$ cat src/design/lcs_consts.svh
/*
  offsets, field positions and reset values of the lane 3/4 source select register.
  assumes the includer uses these with the widths noted beside each.
*/
`ifndef LCS_CONSTS_SVH
`define LCS_CONSTS_SVH

// register offset on the plain register port
`define LCS_SEL34_OFFSET   4'h0
// field layout of lane34_source_select
`define LCS_FIELD_W        3
`define LCS_LANE3_LSB      0
`define LCS_LANE3_MSB      2
`define LCS_GAP3_BIT       3
`define LCS_LANE4_LSB      4
`define LCS_LANE4_MSB      6
`define LCS_GAP7_BIT       7
// value taken at power-on reset (contents undefined, zero chosen)
`define LCS_FIELD_RST      3'h0
`define LCS_RDATA_IDLE     8'h00
// number of shared input sources
`define LCS_SRC_N          8

`endif

$ cat src/design/lcs_pkg.sv
/*
  types of the lane 3/4 source select block.
  assumes lcs_consts.svh is on the include path.
*/
`include "lcs_consts.svh"

package lcs_pkg;
  typedef logic [`LCS_FIELD_W-1:0] lcs_sel_t;
  typedef logic [7:0]              lcs_byte_t;
  typedef logic [`LCS_SRC_N-1:0]   lcs_src_t;
endpackage

$ cat src/design/lcs_lane34_select.sv
/*
  lane 3 and lane 4 input source selector of the configurable logic cell,
  with its software register lane34_source_select.
  assumes a plain register port in the ref_clk_i domain, synchronous source
  inputs, and rst_b_i as the power-on / brown-out reset.
*/
// The implementer's own choices: the strobed register port and the placing of the registers.
`include "lcs_consts.svh"
`timescale 1ns/10ps
`default_nettype none

module lcs_lane34_select #(
  parameter int ADDR_W = 4,
  parameter int SRC_N  = `LCS_SRC_N
) (
  // clock and reset
  input  wire logic              ref_clk_i,
  input  wire logic              rst_b_i,
  // other resets, fields are kept across it
  input  wire logic              warm_rst_i,
  // register port
  input  wire logic [ADDR_W-1:0] addr_i,
  input  wire lcs_pkg::lcs_byte_t wr_data_i,
  input  wire logic              wr_i,
  input  wire logic              rd_i,
  output logic [7:0]             rd_data_o,
  // shared input sources
  input  wire lcs_pkg::lcs_src_t shared_input_source_i,
  // lanes toward the gate selection stage
  output logic                   data_lane_3_true_o,
  output logic                   data_lane_3_neg_o,
  output logic                   data_lane_4_true_o,
  output logic                   data_lane_4_neg_o
);

  if (SRC_N != (1 << `LCS_FIELD_W)) begin : g_bad_src_n
    $error("SRC_N must equal two to the field width");
  end
  if (ADDR_W < 4) begin : g_bad_addr_w
    $error("ADDR_W too narrow for the register offset");
  end

  // source picked by a select code
  function automatic logic pick_source(input lcs_pkg::lcs_src_t src, input lcs_pkg::lcs_sel_t sel);
    pick_source = src[sel];
  endfunction

  lcs_pkg::lcs_sel_t lane3_source_field_reg;
  lcs_pkg::lcs_sel_t lane3_source_field_next;
  lcs_pkg::lcs_sel_t lane4_source_field_reg;
  lcs_pkg::lcs_sel_t lane4_source_field_next;
  logic              hit;
  logic              wr_hit;
  lcs_pkg::lcs_byte_t sel34_view;
  logic              lane3_reg;
  logic              lane4_reg;
  lcs_pkg::lcs_byte_t rd_data_reg;

  assign hit    = (addr_i == ADDR_W'(`LCS_SEL34_OFFSET));
  assign wr_hit = wr_i && hit;

  // next field values from a write
  always_comb begin
    lane3_source_field_next = lane3_source_field_reg;
    lane4_source_field_next = lane4_source_field_reg;
    if (wr_hit) begin
      lane3_source_field_next = wr_data_i[`LCS_LANE3_MSB:`LCS_LANE3_LSB];
      lane4_source_field_next = wr_data_i[`LCS_LANE4_MSB:`LCS_LANE4_LSB];
    end
  end

  // select fields, only power-on reset touches them
  always_ff @(posedge ref_clk_i or negedge rst_b_i) begin
    if (!rst_b_i) begin
      lane3_source_field_reg <= `LCS_FIELD_RST;
      lane4_source_field_reg <= `LCS_FIELD_RST;
    end else begin
      lane3_source_field_reg <= lane3_source_field_next;
      lane4_source_field_reg <= lane4_source_field_next;
    end
  end

  // register image, unimplemented bits tied low
  always_comb begin
    sel34_view                                    = `LCS_RDATA_IDLE;
    sel34_view[`LCS_LANE3_MSB:`LCS_LANE3_LSB] = lane3_source_field_reg;
    sel34_view[`LCS_LANE4_MSB:`LCS_LANE4_LSB] = lane4_source_field_reg;
  end

  // read data, valid only in the cycle after the read strobe
  always_ff @(posedge ref_clk_i or negedge rst_b_i) begin
    if (!rst_b_i) begin
      rd_data_reg <= `LCS_RDATA_IDLE;
    end else if (rd_i && hit && !warm_rst_i) begin
      rd_data_reg <= sel34_view;
    end else begin
      rd_data_reg <= `LCS_RDATA_IDLE;
    end
  end

  // lane multiplexers, fed from the next field so a write acts at once
  always_ff @(posedge ref_clk_i or negedge rst_b_i) begin
    if (!rst_b_i) begin
      lane3_reg <= 1'b0;
      lane4_reg <= 1'b0;
    end else begin
      lane3_reg <= pick_source(shared_input_source_i, lane3_source_field_next);
      lane4_reg <= pick_source(shared_input_source_i, lane4_source_field_next);
    end
  end

  assign rd_data_o          = rd_data_reg;
  assign data_lane_3_true_o = lane3_reg;
  assign data_lane_3_neg_o  = ~lane3_reg;
  assign data_lane_4_true_o = lane4_reg;
  assign data_lane_4_neg_o  = ~lane4_reg;
endmodule

`default_nettype wire

$ cat config.mk
export PLATFORM = sky130hd
export DESIGN_NAME = lcs_lane34_select
export DESIGN_NICKNAME = d
export VERILOG_FILES = /design/src/design/lcs_pkg.sv /design/src/design/lcs_lane34_select.sv
export VERILOG_INCLUDE_DIRS = /design/src /design/src/design
export SDC_FILE = /design/constraint.sdc
export NUM_CORES = 1
export LEC_CHECK = 0
export BUFFER_PORTS_ARGS = -buffer_cell sky130_fd_sc_hd__buf_4
export CORE_ASPECT_RATIO = 0.9
export CORE_MARGIN = 1.5
export CORE_UTILIZATION = 42
export CTS_BUF_LIST = sky130_fd_sc_hd__clkbuf_4 sky130_fd_sc_hd__clkbuf_8 sky130_fd_sc_hd__clkbuf_16
export CTS_CLUSTER_DIAMETER = 120
export DETAILED_ROUTE_END_ITERATION = 10
export PLACE_DENSITY = 0.74
export SLEW_MARGIN = 10
export SYNTH_ARGS = -nofsm -noshare
export SYNTH_HDL_FRONTEND = slang
export SYNTH_SLANG_ARGS = --single-unit
$ cat constraint.sdc
create_clock -name ref_clk_i -period 1.09 [get_ports ref_clk_i]
set_input_delay 0.218 -clock ref_clk_i [delete_from_list [all_inputs] [get_ports ref_clk_i]]
set_output_delay 0.218 -clock ref_clk_i [all_outputs]
set_load 0.01 [all_outputs]
==> reports/results.ini <==
[status]
status = finished with violations
violations = setup timing

[yosys]
synth-main-ff-cell = dfrtp_1
synth_area_per_cell_um2 = 9.61
ys_warn_count = 0
synth_seq_cells = 14
syn_area_um2 = 903
synthSimpleGateAreaFrac_pct = 25.8
async_flop_share_pct = 100
synth-edff-count = 0
ys_seq_area_share_pct = 38.8
yosysUniqueCellTypes = 31
synth_top_area_cell = dfrtp_1
synthTopCellsByArea = dfrtp_1, and2_1, a211oi_1
yosys.area_share.adder_pct = 0
synthesis.instances = 94
synth_compound_area_share_pct = 23.3
muxShareOfSynthArea_pct = 4.99
synth_top_family_by_area = simple AND/OR/NAND/NOR gates
yosysTopAreaCellShare_pct = 38.8
synthXorXnorAreaFrac_pct = 0

[route]
ant_nets = 0
route.detailed.drc = 0
routed_wl_um = 3060
drtIter0Drc = 10
wl_per_cell_um = 16.9
drtPass1Iterations = 4
vias_per_cell = 5.67
vias = 1027

[layout]
final_util_pct = 77.1
n_antenna_cell = 0
largest_reg_flops = 6
synthToLayoutAreaGrowth_pct = 68.3
stdcell_area_um2 = 1520
fill_cells = 139
nets = 182
drive_gt1_share_pct = 53.2

[job]
drv_cap = 0

[worst_setup_path]
critPathArrivalTime_ps = 1760
cp.buffers_inverters = 1
cpMostUsedCell = or4_4
cp_slowest_cell = or4_4
rrSetupSlack_ps = -360
cp.required_ps = 1270
max_stage_delay_ps = 580
cp-start-kind = input port
cp_max_fo = 5
crit_family = simple AND/OR/NAND/NOR gates
cp_cell_sequence = buf_8 > or4_4 > or4_4 > o31ai_2 > a32oi_1 > and4b_1
cp-startpoint = addr_i[1]
reg2reg_from = lane4_source_field_reg[0]$_DFF_PN0_
critical_path_class = input port to flip-flop
critPathCaptureType = flip-flop

[die]
core-area_um2 = 1970
rows = 15
start_util_pct = 45.8
die_w_um = 51.9
ios = 37
dieHeight_um = 47.0
die-area_um2 = 2440

[sta]
fin_skew_ps = 0.714
finalSetupTns_ps = -4020
setup_ws_ps = -487
period_needed_ps = 1580
setup_violations = 14
worst_hold_slack_ps = 200
rsz0062_at_grt = true
slew_viol_final = 0
hold_viol = 0
min_period_over_period_pct = 145
max_freq_mhz = 634

[grt]
grt_usage_pct = 27.8
gr-total-overflow = 0
grt_max_degree = 15
antenna_found_initial = 0
grt_pass1_vias = 1028
grt_pass1_wl_um = 4700

[clocking]
cts_max_path_buffers = 2
cts-root-buf = clkbuf_4
numCtsBuffers = 3
clk_pin_slew_ps = 90
htreeDepth = 1
cts_tree = yes
cts.sinks = 14
clkLatencyLatePin_ps = 280

[pwr]
power_density_nw_per_um2 = 1220
p_leak_nw = 0.725
ir_drop_uv = 789

[place]
gp_congestion = 0.962
preCtsSetupSlack_ps = -813
port_buffers = 32
dp_hpwl_um = 2200
place_area_um2 = 1350

[hold_path]
hold_class = input port to flip-flop
holdCritStartpoint = wr_data_i[5]

-- layer usage --
layer | GRT usage [%] | vias up | routed length [um]
li1 | - | 468 | -
met1 | 29.9 | 491 | 1180
met2 | 52.7 | 57 | 1600
met3 | 2.87 | 11 | 151
met4 | 18.4 | 0 | 123
met5 | 0 | - | 0
-- cell type report --
class | count | area [um^2] | area share [%]
timing repair buffer | 61 | 514 | 33.8
multi-input combinational | 70 | 562 | 37.0
sequential | 14 | 350 | 23.0
inverter | 7 | 26.3 | 1.73
clock buffer | 4 | 36.3 | 2.39
tap | 25 | 31.3 | 2.06
-- Yosys cell counts, types with 3 or more instances --
| library cell | count |
|---|---|
| nor2b_1 | 6 |
| inv_1 | 6 |
| nand2_1 | 3 |
| nand3b_1 | 4 |
| a21boi_0 | 4 |
| mux2_2 | 4 |
| a21oi_1 | 4 |
| dfrtp_1 | 14 |
| a211oi_1 | 6 |
| and2_1 | 10 |
-- report_power, final --
group	internal, mW	switching [mW]	leakage [nW]
Clock	0.203	0.177	0.0210
Combinational	0.469	0.315	0.522
Sequential	0.601	0.0849	0.182
-- worst register-to-register path: stages (launching register included) --
cell,delay (ps)
dfrtp_1,450
nor2b_1,170
a21oi_1,70
a211oi_1,280
o21ai_0,150
and4b_1,220
-- per-stage QoR --
step                      total power, mW  cells
after floorplan                     0.998     95
after global placement               1.35    171
after detailed placement             1.38    171
after CTS                            1.82    178
after global routing                 1.96    181
final                                1.85    181
-- cells in the final DEF, fill, tap and decap left out, types with 3 or more instances in the layout --
| cell | instances |
|---|---|
| nand3b_1 | 4 |
| clkbuf_4 | 3 |
| buf_4 | 49 |
| or4_4 | 3 |
| a211oi_1 | 6 |
| inv_1 | 5 |
| a21oi_1 | 4 |
| buf_6 | 9 |
| nand2_1 | 3 |
| a21boi_0 | 4 |
| dfrtp_1 | 14 |
| nor2b_1 | 6 |
| and2_1 | 9 |
| mux2_4 | 4 |
-- logic make-up (layout without fill, tap and decap cells) --
logic type	after synthesis	count (layout)
flip-flops	14	14
multiplexers	4	4
AND/OR/NAND/NOR	35	36
AO/OA/AOI/OAI	28	28
buffers and inverters	12	72
other	1	2
-- worst paths after layout --
| kind | to | depth (start not counted) |
|---|---|---|
| setup reg to reg | data_lane_4_true_o$_DFF_PN0_ | 5 |
| max in group asynchronous | data_lane_3_true_o$_DFF_PN0_ | 2 |
| hold / removal | lane4_source_field_reg[1]$_DFF_PN0_ | 2 |
| hold reg to reg | rd_data_o[6]$_DFF_PN0_ | 1 |
| min in group asynchronous | rd_data_o[6]$_DFF_PN0_ | 2 |
| setup / recovery | data_lane_4_true_o$_DFF_PN0_ | 6 |
-- timing repair --
action	in CTS	in global routing
hold buffers	1	0
cloned	1	0
setup buffers	4	5
gates resized for setup	17	7
pin swaps	6	7
endpoints found under the setup margin	14	15
endpoints found under the hold margin	14	0
No activity file was read; power rests on OpenSTA's default activity.
